## config.mk

```make
export PLATFORM = sky130hd
export DESIGN_NAME = usart_special
export DESIGN_NICKNAME = d
export VERILOG_FILES = /design/src/common/usart_special_pkg.sv /design/src/core/sync_fifo.sv /design/src/core/usart_special.sv
export SDC_FILE = /design/constraint.sdc
export NUM_CORES = 1
export LEC_CHECK = 0
export BUFFER_PORTS_ARGS = -buffer_cell sky130_fd_sc_hd__buf_2
export CAP_MARGIN = 20
export CORE_AREA = 4 4 176 221
export DETAILED_ROUTE_END_ITERATION = 10
export DIE_AREA = 0 0 180 225
export GPL_TIMING_DRIVEN = 1
export PLACE_DENSITY_LB_ADDON = 0.25
export SYNTH_ARGS = -nofsm -noshare
export SYNTH_HDL_FRONTEND = slang
export SYNTH_SLANG_ARGS = --single-unit
```

## constraint.sdc

```tcl
create_clock -name core_clk -period 2.6 [get_ports core_clk]
set_input_delay 0.52 -clock core_clk [delete_from_list [all_inputs] [get_ports core_clk]]
set_output_delay 0.52 -clock core_clk [all_outputs]
set_load 0.01 [all_outputs]
```

## src/common/usart_special_pkg.sv

```systemverilog
// constants shared by the serial-port special-mode logic
package usart_special_pkg;

  // ************************************************************
  // operating-mode field encodings
  // ************************************************************
  localparam logic [3:0] MODE_NORMAL    = 4'h0;
  localparam logic [3:0] MODE_HANDSHAKE = 4'h2;
  localparam logic [3:0] MODE_SC_CHAR   = 4'h4;
  localparam logic [3:0] MODE_SC_BLOCK  = 4'h5;

  // ************************************************************
  // field layouts and reset values
  // ************************************************************
  localparam int         MODE_W        = 4;
  localparam int         DIV_W         = 16;
  localparam int         DATA_W        = 8;
  localparam int         CHAR_BITS     = 8;
  localparam logic [7:0] BREAK_DATA    = 8'h00;
  localparam logic [15:0] DIV_RESET    = 16'h0004;
  localparam int         FIFO_DEPTH    = 16;

  // ************************************************************
  // timing counts, in samples of the 16x oversampled bit; guard and error-bit lengths in bits
  // ************************************************************
  localparam int         OVERSAMPLE    = 16;
  localparam logic [3:0] SAMPLE_MID    = 4'h7;
  localparam logic [3:0] SAMPLE_LAST   = 4'hF;
  localparam logic [3:0] BRK_END_ASYNC = 4'h2;
  localparam logic [3:0] BRK_END_SYNC  = 4'h1;
  localparam logic [1:0] GUARD_BITS    = 2'h2;
  localparam logic [1:0] NACK_BITS     = 2'h1;

  // ************************************************************
  // bit-level state machines
  // ************************************************************
  typedef enum logic [2:0] {
    TX_IDLE   = 3'b000,
    TX_START  = 3'b001,
    TX_DATA   = 3'b010,
    TX_PARITY = 3'b011,
    TX_STOP   = 3'b100,
    TX_GUARD  = 3'b101
  } tx_state_t;

  typedef enum logic [2:0] {
    RX_IDLE   = 3'b000,
    RX_START  = 3'b001,
    RX_DATA   = 3'b010,
    RX_PARITY = 3'b011,
    RX_STOP   = 3'b100,
    RX_NACK   = 3'b101,
    RX_GUARD  = 3'b110,
    RX_BREAK  = 3'b111
  } rx_state_t;

endpackage : usart_special_pkg

```

## src/core/sync_fifo.sv

```systemverilog
// synchronous valid/ready FIFO for the transmit data path
`timescale 1ns/1ps
module sync_fifo #(
  parameter int WIDTH = 8,
  parameter int DEPTH = 16
) (
  // clock and reset
  input  wire logic             core_clk,
  input  wire logic             rst_n,
  // fill side
  input  wire logic             in_valid,
  output logic                  in_ready,
  input  wire logic [WIDTH-1:0] in_data,
  // drain side
  output logic                  out_valid,
  input  wire logic             out_ready,
  output logic [WIDTH-1:0]      out_data
);

  localparam int AW = $clog2(DEPTH);

  logic [WIDTH-1:0] mem [DEPTH];
  logic [AW-1:0]    wr_ptr_reg;
  logic [AW-1:0]    rd_ptr_reg;
  logic [AW:0]      count_reg;
  wire              push = in_valid && in_ready;
  wire              pop  = out_valid && out_ready;

  assign in_ready  = (count_reg != (AW+1)'(DEPTH));
  assign out_valid = (count_reg != '0);
  assign out_data  = mem[rd_ptr_reg];

  always_ff @(posedge core_clk) begin
    if (push) begin
      mem[wr_ptr_reg] <= in_data;
    end
  end

  always_ff @(posedge core_clk) begin
    if (!rst_n) begin
      wr_ptr_reg <= '0;
      rd_ptr_reg <= '0;
      count_reg  <= '0;
    end else begin
      if (push) begin
        wr_ptr_reg <= wr_ptr_reg + AW'(1);
      end
      if (pop) begin
        rd_ptr_reg <= rd_ptr_reg + AW'(1);
      end
      count_reg <= count_reg + (AW+1)'(push) - (AW+1)'(pop);
    end
  end

endmodule : sync_fifo

```

## src/core/usart_special.sv

```systemverilog
// serial port: receive break, hardware handshake and smart-card modes
// Summary of operation
// - break is a character whose data, parity and stop bits all read low
// - low stop bit of a break sets the break flag; reset command clears it
// - line high 2/16 bit (async) or one sample (sync) ends break, sets flag
// - handshaking is on when the mode field holds 0x2
// - handshake: request-to-send high while receiver off or DMA buffer full
// - a new DMA buffer clears buffer full, so request-to-send falls
// - clear-to-send high holds off the next character, current one completes
// - smart-card mode: 0x4 character protocol, 0x5 block protocol
// - smart-card bit rate comes from the card clock given on the clock pin
// - smart-card data pin driven only while transmitting or driving the error bit, always received
// - smart-card format fixed: 8 data, even parity; bit order still selectable
// - character protocol: start, 8 data, parity, two-bit guard, line released
// - no parity error: line stays high in guard, next character follows
// - parity error: receiver drives one low bit, then the full guard time
// - parity error in character protocol: no data stored, parity flag set
`timescale 1ns/1ps
module usart_special
  import usart_special_pkg::*;
(
  // clock and reset
  input  wire logic              core_clk,
  input  wire logic              rst_n,
  // configuration
  input  wire logic [MODE_W-1:0] usart_mode,
  input  wire logic              sync_mode,
  input  wire logic              msb_first_select,
  input  wire logic              two_stop_bits,
  input  wire logic [7:0]        parity_type_field,
  input  wire logic [DIV_W-1:0]  clock_divider,
  input  wire logic              rx_enable,
  input  wire logic              tx_enable,
  input  wire logic              reset_status_cmd,
  // dma status
  input  wire logic              rx_buffer_full_status,
  // transmit data stream
  input  wire logic              tx_valid,
  output logic                   tx_ready,
  input  wire logic [DATA_W-1:0] tx_data,
  // receive data
  output logic                   rx_valid,
  output logic [DATA_W-1:0]      rx_holding_reg,
  // status
  output logic                   receive_break_flag,
  output logic                   parity_error_flag,
  output logic                   framing_error_flag,
  output logic                   tx_empty,
  // line pins
  input  wire logic              rxd_in,
  input  wire logic              txd_in,
  output logic                   txd_out,
  output logic                   txd_oe,
  output logic                   rts_out,
  input  wire logic              cts_in,
  output logic                   sck_out
);

  // ************************************************************
  // mode decode
  // ************************************************************
  wire sc_char   = (usart_mode == MODE_SC_CHAR);
  wire sc_mode   = sc_char || (usart_mode == MODE_SC_BLOCK);
  wire handshake = (usart_mode == MODE_HANDSHAKE);
  // fixed format in smart-card mode ignores the parity-type input
  wire par_en    = sc_mode || (parity_type_field != 8'h00);
  wire par_odd   = sc_mode ? 1'b0 : parity_type_field[0];

  // ************************************************************
  // bit-rate generator: 16 samples per bit; card clock toggles on each sample tick
  // ************************************************************
  logic [DIV_W-1:0] div_cnt_reg;
  logic             sck_reg;
  wire              tick = (div_cnt_reg == '0);

  always_ff @(posedge core_clk) begin
    if (!rst_n) begin
      div_cnt_reg <= DIV_RESET;
      sck_reg     <= 1'b0;
    end else if (tick) begin
      div_cnt_reg <= clock_divider;
      sck_reg     <= ~sck_reg;
    end else begin
      div_cnt_reg <= div_cnt_reg - DIV_W'(1);
    end
  end

  // ************************************************************
  // transmit fifo
  // ************************************************************
  logic              fifo_valid;
  logic              fifo_ready;
  logic [DATA_W-1:0] fifo_data;

  sync_fifo #(
    .WIDTH (DATA_W),
    .DEPTH (FIFO_DEPTH)
  ) u_tx_fifo (
    .core_clk  (core_clk),
    .rst_n     (rst_n),
    .in_valid  (tx_valid),
    .in_ready  (tx_ready),
    .in_data   (tx_data),
    .out_valid (fifo_valid),
    .out_ready (fifo_ready),
    .out_data  (fifo_data)
  );

  // ************************************************************
  // transmitter
  // ************************************************************
  tx_state_t         tx_state_reg;
  logic [3:0]        tx_smp_reg;
  logic [3:0]        tx_bit_reg;
  logic [DATA_W-1:0] tx_shift_reg;
  logic              tx_par_reg;
  logic              txd_reg;
  logic              txd_oe_reg;

  wire tx_bit_end = tick && (tx_smp_reg == SAMPLE_LAST);
  // clear-to-send only gates the start of a new character
  wire cts_hold   = handshake && cts_in;
  wire tx_go      = (tx_state_reg == TX_IDLE) && tx_enable && fifo_valid && !cts_hold;
  assign fifo_ready = tx_go;
  wire [1:0] stop_len  = two_stop_bits ? 2'h2 : 2'h1;
  wire       tx_out_bit = msb_first_select ? tx_shift_reg[7] : tx_shift_reg[0];
  wire [DATA_W-1:0] tx_shifted = msb_first_select ? {tx_shift_reg[6:0], 1'b0}
                                                  : {1'b0, tx_shift_reg[7:1]};

  always_ff @(posedge core_clk) begin
    if (!rst_n) begin
      tx_state_reg <= TX_IDLE;
      tx_smp_reg   <= 4'h0;
      tx_bit_reg   <= 4'h0;
      tx_shift_reg <= 8'h00;
      tx_par_reg   <= 1'b0;
    end else begin
      if (tick) begin
        tx_smp_reg <= tx_smp_reg + 4'h1;
      end
      case (tx_state_reg)
        TX_IDLE: begin
          if (tx_go) begin
            tx_shift_reg <= fifo_data;
            tx_par_reg   <= par_odd;
            tx_smp_reg   <= 4'h0;
            tx_state_reg <= TX_START;
          end
        end
        TX_START: begin
          if (tx_bit_end) begin
            tx_bit_reg   <= 4'h0;
            tx_state_reg <= TX_DATA;
          end
        end
        TX_DATA: begin
          if (tx_bit_end) begin
            tx_par_reg   <= tx_par_reg ^ tx_out_bit;
            tx_shift_reg <= tx_shifted;
            tx_bit_reg   <= tx_bit_reg + 4'h1;
            if (tx_bit_reg == 4'(CHAR_BITS - 1)) begin
              tx_state_reg <= par_en ? TX_PARITY : TX_STOP;
              tx_bit_reg   <= 4'h0;
            end
          end
        end
        TX_PARITY: begin
          if (tx_bit_end) begin
            tx_bit_reg   <= 4'h0;
            tx_state_reg <= sc_char ? TX_GUARD : TX_STOP;
          end
        end
        TX_STOP: begin
          if (tx_bit_end) begin
            tx_bit_reg <= tx_bit_reg + 4'h1;
            if (tx_bit_reg[1:0] == stop_len - 2'h1) begin
              tx_state_reg <= TX_IDLE;
            end
          end
        end
        TX_GUARD: begin
          // released line; a card low here is its error bit, which does not lengthen the two-bit guard
          if (tx_bit_end) begin
            tx_bit_reg <= tx_bit_reg + 4'h1;
            if (tx_bit_reg[1:0] == GUARD_BITS - 2'h1 + {1'b0, ~txd_in & (tx_bit_reg == 4'h0)}) begin
              tx_state_reg <= TX_IDLE;
            end
          end
        end
        default: tx_state_reg <= TX_IDLE;
      endcase
    end
  end

  // line driver: released in smart-card mode except while bits are shifted out or the error bit is driven
  wire tx_active = (tx_state_reg == TX_START) || (tx_state_reg == TX_DATA)
                || (tx_state_reg == TX_PARITY);
  logic txd_next;
  always_comb begin
    case (tx_state_reg)
      TX_START:  txd_next = 1'b0;
      TX_DATA:   txd_next = tx_out_bit;
      TX_PARITY: txd_next = tx_par_reg;
      default:   txd_next = 1'b1;
    endcase
  end

  // ************************************************************
  // receiver; in smart-card mode it listens on the data pin
  // ************************************************************
  wire rx_line = sc_mode ? txd_in : rxd_in;

  rx_state_t         rx_state_reg;
  logic [3:0]        rx_smp_reg;
  logic [3:0]        rx_bit_reg;
  logic [DATA_W-1:0] rx_shift_reg;
  logic              rx_par_reg;
  logic              rx_all_low_reg;
  logic              rx_nack_drive_reg;
  logic [3:0]        brk_high_reg;

  wire rx_mid     = tick && (rx_smp_reg == SAMPLE_MID);
  wire rx_bit_end = tick && (rx_smp_reg == SAMPLE_LAST);
  wire [DATA_W-1:0] rx_shifted = msb_first_select ? {rx_shift_reg[6:0], rx_line}
                                                  : {rx_line, rx_shift_reg[7:1]};
  // in smart-card mode parity covers eight data bits plus the parity bit
  wire par_bad      = par_en && (rx_par_reg ^ rx_line ^ par_odd);
  wire brk_detect   = rx_mid && (rx_state_reg == RX_STOP) && rx_all_low_reg && !rx_line;
  wire [3:0] brk_end_len = sync_mode ? BRK_END_SYNC : BRK_END_ASYNC;
  wire brk_end      = (rx_state_reg == RX_BREAK) && tick && rx_line
                   && (brk_high_reg + 4'h1 >= brk_end_len);
  wire frame_set    = rx_mid && (rx_state_reg == RX_STOP) && !rx_line
                   && !rx_all_low_reg;
  wire par_set      = rx_mid && (rx_state_reg == RX_PARITY) && par_bad;
  wire store_ok     = rx_mid && (rx_state_reg == RX_STOP) && rx_line
                   && !(sc_char && rx_par_reg);

  always_ff @(posedge core_clk) begin
    if (!rst_n) begin
      rx_state_reg      <= RX_IDLE;
      rx_smp_reg        <= 4'h0;
      rx_bit_reg        <= 4'h0;
      rx_shift_reg      <= 8'h00;
      rx_par_reg        <= 1'b0;
      rx_all_low_reg    <= 1'b0;
      rx_nack_drive_reg <= 1'b0;
      brk_high_reg      <= 4'h0;
    end else if (!rx_enable) begin
      rx_state_reg      <= RX_IDLE;
      rx_nack_drive_reg <= 1'b0;
    end else begin
      if (tick) begin
        rx_smp_reg <= rx_smp_reg + 4'h1;
      end
      case (rx_state_reg)
        RX_IDLE: begin
          if (tick && !rx_line) begin
            rx_smp_reg     <= 4'h1;
            rx_par_reg     <= 1'b0;
            rx_all_low_reg <= 1'b1;
            rx_state_reg   <= RX_START;
          end
        end
        RX_START: begin
          if (rx_mid && rx_line) begin
            rx_state_reg <= RX_IDLE;
          end else if (rx_bit_end) begin
            rx_bit_reg   <= 4'h0;
            rx_state_reg <= RX_DATA;
          end
        end
        RX_DATA: begin
          if (rx_mid) begin
            rx_shift_reg   <= rx_shifted;
            rx_par_reg     <= rx_par_reg ^ rx_line;
            rx_all_low_reg <= rx_all_low_reg & ~rx_line;
          end
          if (rx_bit_end) begin
            rx_bit_reg <= rx_bit_reg + 4'h1;
            if (rx_bit_reg == 4'(CHAR_BITS - 1)) begin
              rx_state_reg <= par_en ? RX_PARITY : RX_STOP;
            end
          end
        end
        RX_PARITY: begin
          if (rx_mid) begin
            rx_all_low_reg <= rx_all_low_reg & ~rx_line;
            rx_par_reg     <= par_bad;                              // now the error mark
          end
          if (rx_bit_end) begin
            rx_bit_reg <= 4'h0;
            if (sc_char) begin
              rx_nack_drive_reg <= rx_par_reg;
              rx_state_reg      <= rx_par_reg ? RX_NACK : RX_GUARD;
            end else begin
              rx_state_reg <= RX_STOP;
            end
          end
        end
        RX_NACK: begin
          if (rx_bit_end) begin
            rx_nack_drive_reg <= 1'b0;
            rx_state_reg      <= RX_GUARD;
          end
        end
        RX_GUARD: begin
          // two guard bits follow the error bit, or the parity bit directly
          if (rx_bit_end) begin
            rx_bit_reg <= rx_bit_reg + 4'h1;
            if (rx_bit_reg[1:0] == GUARD_BITS - 2'h1) begin
              rx_state_reg <= RX_IDLE;
            end
          end
        end
        RX_STOP: begin
          if (rx_mid) begin
            brk_high_reg <= 4'h0;
            rx_state_reg <= (rx_all_low_reg && !rx_line) ? RX_BREAK : RX_IDLE;
          end
        end
        RX_BREAK: begin
          if (tick) begin
            brk_high_reg <= rx_line ? brk_high_reg + 4'h1 : 4'h0;
          end
          if (brk_end) begin
            rx_state_reg <= RX_IDLE;
          end
        end
        default: rx_state_reg <= RX_IDLE;
      endcase
    end
  end

  // smart-card character-protocol stores happen at the end of the guard time
  wire sc_store = sc_char && (rx_state_reg == RX_GUARD) && rx_bit_end && !rx_par_reg
               && (rx_bit_reg[1:0] == GUARD_BITS - 2'h1);
  wire load_rhr = (!sc_char && store_ok) || sc_store;

  // ************************************************************
  // status flags: a set in the same cycle as the clear wins
  // ************************************************************
  always_ff @(posedge core_clk) begin
    if (!rst_n) begin
      receive_break_flag <= 1'b0;
      parity_error_flag  <= 1'b0;
      framing_error_flag <= 1'b0;
      rx_valid           <= 1'b0;
      rx_holding_reg     <= 8'h00;
    end else begin
      receive_break_flag <= (brk_detect || brk_end)
                         || (receive_break_flag && !reset_status_cmd);
      parity_error_flag  <= par_set || (parity_error_flag && !reset_status_cmd);
      // break keeps the framing flag clear
      framing_error_flag <= frame_set || (framing_error_flag && !reset_status_cmd);
      rx_valid           <= load_rhr;
      if (load_rhr) begin
        rx_holding_reg <= rx_shift_reg;
      end
    end
  end

  // ************************************************************
  // pins
  // ************************************************************
  always_ff @(posedge core_clk) begin
    if (!rst_n) begin
      txd_reg    <= 1'b1;
      txd_oe_reg <= 1'b1;
      rts_out    <= 1'b0;
      sck_out    <= 1'b0;
      tx_empty   <= 1'b1;
      txd_out    <= 1'b1;
      txd_oe     <= 1'b1;
    end else begin
      txd_reg    <= rx_nack_drive_reg ? 1'b0 : txd_next;
      txd_oe_reg <= !sc_mode || tx_active || rx_nack_drive_reg;
      txd_out    <= txd_reg;
      txd_oe     <= txd_oe_reg;
      // rts follows receiver enable and dma buffer-full, registered one cycle later
      rts_out    <= handshake && (!rx_enable || rx_buffer_full_status);
      sck_out    <= sc_mode && sck_reg;
      tx_empty   <= (tx_state_reg == TX_IDLE) && !fifo_valid;
    end
  end

endmodule : usart_special

```

# --- Word level (Yosys, flattened, before mapping) ---
# Memory sizes are Yosys's and may differ from the RTL's. A register that Yosys moved wholly into a read port is not among the register bits.
# Index checks and enable logic that the tools add are counted.
word_totals:
  ff_bits: 95
  latch_bits: 0
  ramBits: 128
  romBits: 0
  input_bits: 49
  output_inout_bits: 18
  wordCells: 268
  memories: 1
classes:
  addsub: 12
  n_mul: 0
  div: 0
  magnitude_cmp: 1
  n_eq_ne: 52
  shift: 0
  n_mux: 77
  bitwise: 8
  n_reduce_logical: 87
memory_table:
  columns: ["memory", "words", "width", "read_ports", "rd_ports_with_merged_regs", "write_ports", "line_no", "text"]
  rows:
  - ["u_tx_fifo.mem", 16, 8, 1, 1, 1, "sync_fifo.sv:22", "logic [WIDTH-1:0] mem [DEPTH];"]
ops:
  columns: ["cell", "n"]
  rows:
  - ["2-to-1 mux 4 bit", 18]
  - ["2-to-1 mux 3 bit", 22]
  - ["inequality test 2 bit (second input constant)", 22]
  - ["logical AND 1 bit", 37]
  - ["2-to-1 mux 8 bit", 4]
  - ["adder 4 x 1 -> 4 bit (second input constant)", 7]
  - ["one-hot mux 3 bit (8 select lines)", 1]
  - ["one-hot mux 4 bit (3 select lines)", 2]
  - ["equality test 4 x 3 -> 1 bit (second input constant)", 5]
  - ["AND reduction 4 bit", 5]
  - ["equality test 3 bit (second input constant)", 6]
  - ["one-hot mux 3 bit (6 select lines)", 1]
  - ["2-to-1 mux 1 bit", 17]
  - ["logical NOT 16 bit", 1]
  - ["2-to-1 mux 16 bit", 1]
  - ["one-hot mux 8 bit (2 select lines)", 1]
  - ["subtractor 16 x 1 -> 16 bit (second input constant)", 1]
  - ["equality test 3 x 2 -> 1 bit (second input constant)", 4]
  - ["logical OR 1 bit", 12]
  - ["logical NOT 1 bit", 10]
  - ["inequality test 2 x 1 -> 1 bit (second input constant)", 5]
  - ["AND reduction 10 bit", 1]
  - ["AND reduction 9 bit", 1]
  - ["nonzero test 3 bit", 3]
  - ["28 further kinds", 50]

# --- Longest topological paths before layout ---
# Gate-level depths: netlist of run 1.
logic_depth:
  depth_word: 8
  ltp_mapped: 15
  mapped_depth_nobuf: 15

# --- By module ---
# Synthesis of run 1 repeated with hierarchy kept, for this count alone.
hier_totals:
  cells_unflattened: 844
  area_unflattened_um2: 10283.6
modules_own_cells:
  columns: ["mod", "instances", "cells_each", "area_each_um2", "seq_area_each_um2"]
  rows:
  - ["sync_fifo", 1, 308, 5878.1, 4184.0]
  - ["usart_special", 1, 536, 4405.5, 1641.6]

# --- Worst setup path after synthesis of run 1 ---
# OpenSTA, ideal clock, no wires.
synth_timing:
  kind: "reg2reg"
  startpoint: "reg u_tx_fifo.count_reg[2]"
  endpoint: "reg u_tx_fifo.count_reg[4]"
  setup_time_ns: 0.116
  t_arrival_ns: 2.772
  required_ns: 2.484
  slack_ns: -0.287
  path_stages_with_launch: 16
  n_path_buf: 0
  period_less_slack_ns: 2.887
  cell_sequence: "dfxtp_1 inv_1 ha_1 nor4b_1 a2111oi_0 nand2_1 nand2_1 nand2_1 ha_1 inv_1 fa_1 inv_1 a21oi_1 nor2_1 or3_1 and3_1"
synth_via:
  elab_chain_len: 5
  elab_cells_between_ends: 8
  cone_classes: "add/sub: 2; eq/ne: 1; reduce/logical: 5"
synth_rtl:
  columns: ["element", "line_no", "text"]
  rows:
  - ["from (decl)", "sync_fifo.sv:25", "logic [AW:0] count_reg;"]
  - ["from (signal assigned)", "sync_fifo.sv:51", "count_reg <= count_reg + (AW+1)'(push) - (AW+1)'(pop);"]
  - ["branches (longest 4 deep; another with adder 5 x 1 -> 5 bit)", null, null]
  - ["subtractor 5 x 1 -> 5 bit *", "sync_fifo.sv:51", null]
# Mark *: on every way between the ends.
# A chain may end at the register's enable or synchronous reset.

# --- Final worst setup path of run 1 ---
# Same ends and word-level chain as after synthesis.

==> results.toml, run 1 <==
[die]
coreArea_um2 = 36900
row_count = 79
fp.dieArea_um2 = 40500
start_util = 0.277
die_w_um = 180
io_pins = 67
die-height_um = 225

[sta]
setup_viol = 0
drv_slew = 0
fin_setup_tns_ns = 0
grt_setup_unrepaired = "yes"
worst_pin_slew_ns = 0.617
hold_viol = 0
layout_setup_ws_ns = 0.0462
timing.fmax_mhz = 392
slew_headroom = 0.587
fin_crit_ns = 2.55
period_share = 0.982
finalClockSkew_ns = 0.0180

[finish]
largest_reg_flops = 128
fillers = 3660
regArea_um2 = 5830
diodes = 0
multi_input_area_um2 = 4240
drive_above_1_share = 0.270
nets = 1014
final_util = 0.342
area_growth_pct = 23.7
final_common_cell = "edfxtp_1"
final_cell_mix = "edfxtp_1, dfxtp_1, buf_4, nand2_1, buf_2"

[global_routing]
grt_pass1_wl_um = 38000
grt-ovfl-total = 0
grt_usage = 0.114
grt_max_degree = 33
grt_pass1_vias = 6999
antenna_found_initial = 0

[placement]
dp_slack_ns = -0.246
io_buffers = 66
place_congestion = 0.820
dp_hpwl_um = 16500

[worst_setup_path]
cp.required_ns = 3.03
critPathMaxFanout = 3
arrival_ns = 2.98
cp-end-kind = "flip-flop"
startpoint_type = "flip-flop"
crit_type = "reg -> reg"

[cts]
clock_latency_ns = 0.53
path_clk_slew_ns = 0.06
clock_sinks = 227
ctsHoldBuffers = 0
cts_buffers = 25
clockBufferDepth = 3
tritoncts = "built"
cts-htree-levels = 1
cts-root-buf = "clkbuf_16"

[synth]
async_reset_ff_frac = 0
syn_nets = 884
synth_area_leader_cell = "edfxtp_1"
yosysUniqueCellTypes = 64
postSynthCellCount = 814
yosysWarnings = 0
yosysSeqAreaShare = 0.571
synth_top_area_frac = 0.377
avgSynthCellArea_um2 = 12.5
syn_area_um2 = 10200
synth_edf_count = 128
ys.flop_type = "edfxtp_1"
ys_top_cells_by_area = "edfxtp_1, dfxtp_1, mux4_2, mux2i_1, nand2_1"
ys_seq_elements = 227

[pwr]
peakVddDrop_mv = 0.367
powerDensity_nw_per_um2 = 897
p_leak_uw = 0.00462

[route]
via_per_inst = 4.61
wl_per_cell_um = 16.1
wl_um = 23300
drcViolationCount = 0
firstDrtPassIters = 5
ant_nets = 0
via_count = 6678
drtIter0Drc = 302

[min_path]
worstHoldPathType = "in -> reg"

[status]
status = "completed"

[run]
maxCapViolations = 0
-- metal layers --
layer  global-route usage  up-vias  share of wire
li1                     -     3302              -
met1                0.142     3253           0.43
met2                0.205       94           0.51
met3               0.0189       29          0.035
met4               0.0327        0          0.021
met5                    0        -              0
-- cell usage after synthesis (8+ instances only) --
| library cell | number |
|---|---|
| edfxtp_1 | 128 |
| dfxtp_1 | 99 |
| nand2_1 | 70 |
| nor2_1 | 52 |
| mux4_2 | 40 |
| clkbuf_1 | 33 |
| mux2i_1 | 30 |
| a21oi_1 | 27 |
| o21ai_0 | 25 |
| inv_1 | 22 |
| nor2b_1 | 22 |
| and2_1 | 21 |
| ha_1 | 20 |
| a21boi_0 | 18 |
| o211a_1 | 18 |
| nor3_1 | 17 |
| nand3_1 | 15 |
| xor2_1 | 15 |
| xnor2_1 | 12 |
| nand2b_1 | 11 |
| nand4_1 | 11 |
| or3_1 | 11 |
| and3_1 | 8 |
-- power breakdown --
part	internal, uW	switching (uW)
combinational	1640	1600
sequential	4120	236
clock	2300	1430
total	8060	3270
-- logic make-up after synthesis --
group | count (synthesis) | synth area share
simple gates | 277 | 0.148
flops | 227 | 0.571
mux | 71 | 0.119
buf+inv | 65 | 0.0243
fa+ha+maj | 21 | 0.0265
xor+xnor | 28 | 0.0254
compound gates | 125 | 0.0862
-- worst paths after layout --
kind | startpoint | end | slack, ns | cells past startpoint
setup / recovery | u_tx_fifo.count_reg[2] | u_tx_fifo.count_reg[4] | 0.05 | 16
hold / removal | clock_divider[6] | div_cnt_reg[6] | 0.23 | 2
setup reg to reg | u_tx_fifo.count_reg[2] | u_tx_fifo.count_reg[4] | 0.05 | 16
hold reg to reg | txd_oe_reg | txd_oe | 0.42 | 1
-- final cells by class --
cell class	instances	share of cell area
Inverter	22	0.00654
Timing Repair Buffer	146	0.0790
Clock inverter	15	0.0167
Clock buffer	31	0.0521
Sequential cell	227	0.462
Multi-Input combinational cell	522	0.336
Tap cell	486	0.0482
-- critical path, stage by stage (launching register included) --
cell and delay, ns:
dfxtp_2 0.33, inv_2 0.05, ha_4 0.15, nor4b_4 0.13
a2111oi_2 0.29, buf_4 0.19, nand2_2 0.06, nand2_1 0.09
nand2_2 0.07, ha_4 0.16, inv_2 0.05, fa_2 0.20
inv_2 0.04, a21oi_2 0.10, nor2_1 0.06, or3_1 0.33
and3_1 0.16
-- timing repair --
action / 4_1_cts / 5_1_grt
gates resized for setup: 9 / 9
pin swaps: 9 / 10
hold endpoints to repair: 0 / 0
buffers inserted: 3 / 4
setup endpoints to repair: 3 / 31
-- through the flow --
stage               hold slack, ns  cell area [um^2]  std cells  total power (uW)
global route                 0.222             12600       1449             12000
detailed placement           0.410             11600       1396              7510
global placement             0.399             11600       1396              7490
finish                       0.232             12600       1449             11300
CTS                          0.205             12500       1445             11400
floorplan                    0.386             10200        814              6480
Power figures use the tool's default switching activity.
==> run 2: changes to the inputs <==
CORE_AREA = 4 4 196 198   (was 4 4 176 221)
DIE_AREA = 0 0 200 202   (was 0 0 180 225)
PLACE_DENSITY_LB_ADDON = 0.08   (was 0.25)
==> run 2 against run 1 <==
Non-clock buffer count is 7 higher. Fmax is 2.1% higher. Cell area is 0.45% higher. Clock-buffer cell count is 8 higher. Via count is 1.6% higher. Clock power is 2% higher. Combinational power is 1% higher. First-iteration DRC count is 23% lower. Sequential cell count stayed put. Clock skew is 0.0014 ns lower. Setup slack better by 0.052 ns. Largest cell class unchanged.
==> results.toml, run 2 (same netlist as run 1, synthesis figures left out) <==
[status]
status = "completed"

[sta]
slew_headroom = 0.685
finalClockSkew_ns = 0.0167
grt_setup_unrepaired = "yes"
hold_viol = 0
fin_setup_tns_ns = 0
period_share = 0.962
fin_crit_ns = 2.50
hold_ws_ns = 0.197
setup_viol = 0
drv_slew = 0
layout_setup_ws_ns = 0.0982
worst_pin_slew_ns = 0.469
timing.fmax_mhz = 400

[finish]
final_util = 0.347
final_common_cell = "edfxtp_1"
final_cell_mix = "edfxtp_1, dfxtp_1, buf_4, nand2_1, buf_2"
area_growth_pct = 24.2
diodes = 0
fillers = 3617
drive_above_1_share = 0.270
nets = 1025
largest_reg_flops = 128

[route]
drtIter0Drc = 232
wl_met3_um = 853
route.met2.wl_um = 12400
via_per_inst = 4.70
via_count = 6787
drcViolationCount = 0
firstDrtPassIters = 4
met1Wirelength_um = 11500
dr.max_layer_used = "met4"
ant_nets = 0
wl_um = 25300
wl_per_cell_um = 17.5

[die]
coreArea_um2 = 36500
die_w_um = 200
io_pins = 67
fp.dieArea_um2 = 40400
row_count = 70
start_util = 0.279
die-height_um = 202

[cts]
clockBufferDepth = 3
cts-htree-levels = 1
cts-root-buf = "clkbuf_16"
tritoncts = "built"
clock_latency_ns = 0.56
path_clk_slew_ns = 0.06
clock_sinks = 227
cts_buffers = 29
ctsHoldBuffers = 0

[pwr]
p_leak_uw = 0.00469
peakVddDrop_mv = 0.487
powerDensity_nw_per_um2 = 903

[global_routing]
grt_usage = 0.125
grt-ovfl-total = 0
antenna_found_initial = 0
grt_max_degree = 44
grt_pass1_vias = 7003
grt_pass1_wl_um = 40200

[worst_setup_path]
slowest_delay_ns = 0.35
cp-end-kind = "flip-flop"
arrival_ns = 2.95
critical_path.most_common_cell = "nand2_1"
startpoint_type = "flip-flop"
path_buf_inv = 3
crit_type = "reg -> reg"
cp_top_family = "simple AND/OR/NAND/NOR gates"
critPathMaxFanout = 3
cp_slowest_cell = "or3_1"
cp.required_ns = 3.05
path_cells = "inv_1 -> ha_4 -> nor4b_4 -> a2111oi_4 -> nand2_1 -> nand2_1 -> nand2_1 -> ha_2 -> inv_2 -> fa_2 -> inv_1 -> a21oi_2 -> nor2_1 -> or3_1 -> and3_1"

[min_path]
worstHoldPathType = "in -> reg"

[placement]
place_congestion = 0.757
io_buffers = 66
dp_slack_ns = -0.189
dp_hpwl_um = 17600

[run]
maxCapViolations = 0
-- run 2: final cells by class --
cell class                      count  area, um^2  share of cell area
Sequential cell                   227        5830               0.460
Clock inverter                     13         101             0.00799
Inverter                           22        82.6             0.00651
Timing Repair Buffer              153        1060              0.0835
Clock buffer                       39         813              0.0641
Tap cell                          468         586              0.0462
Multi-Input combinational cell    522        4210               0.332
-- run 2: routing by layer --
layer,vias to the layer above,GRT usage
met5,-,0
met4,0,0.0301
met3,41,0.0232
met2,91,0.212
met1,3333,0.164
li1,3322,-
-- run 2: what timing repair did --
action / CTS / global route
endpoints found under the setup margin: 2 / 23
pin swaps: 8 / 4
cloned: 0 / 0
resized for setup: 7 / 6
hold endpoints to repair: 0 / 0
setup buffers: 8 / 1
-- run 2: power by group --
part / switching, uW / internal, uW / total [uW]
Clock: 1540 / 2280 / 3810
Sequential: 236 / 4120 / 4350
Combinational: 1640 / 1650 / 3290
Total: 3410 / 8040 / 11500
-- run 2: through the flow --
stage	std cells	total power, uW	instance area [um^2]
after detailed placement	1383	7610	11700
after global routing	1444	12200	12700
after CTS	1443	11600	12700
after global placement	1383	7630	11700
after floorplan	814	6480	10200
final	1444	11500	12700
-- run 2: final timing paths --
| check | from | endpoint | slack (ns) | cells after the start |
|---|---|---|---|---|
| max | u_tx_fifo.count_reg[2] | u_tx_fifo.count_reg[4] | 0.1 | 15 |
| min | clock_divider[13] | div_cnt_reg[13] | 0.20 | 2 |
| max reg2reg | u_tx_fifo.count_reg[2] | u_tx_fifo.count_reg[4] | 0.1 | 15 |
| min reg2reg | txd_reg | txd_out | 0.41 | 1 |
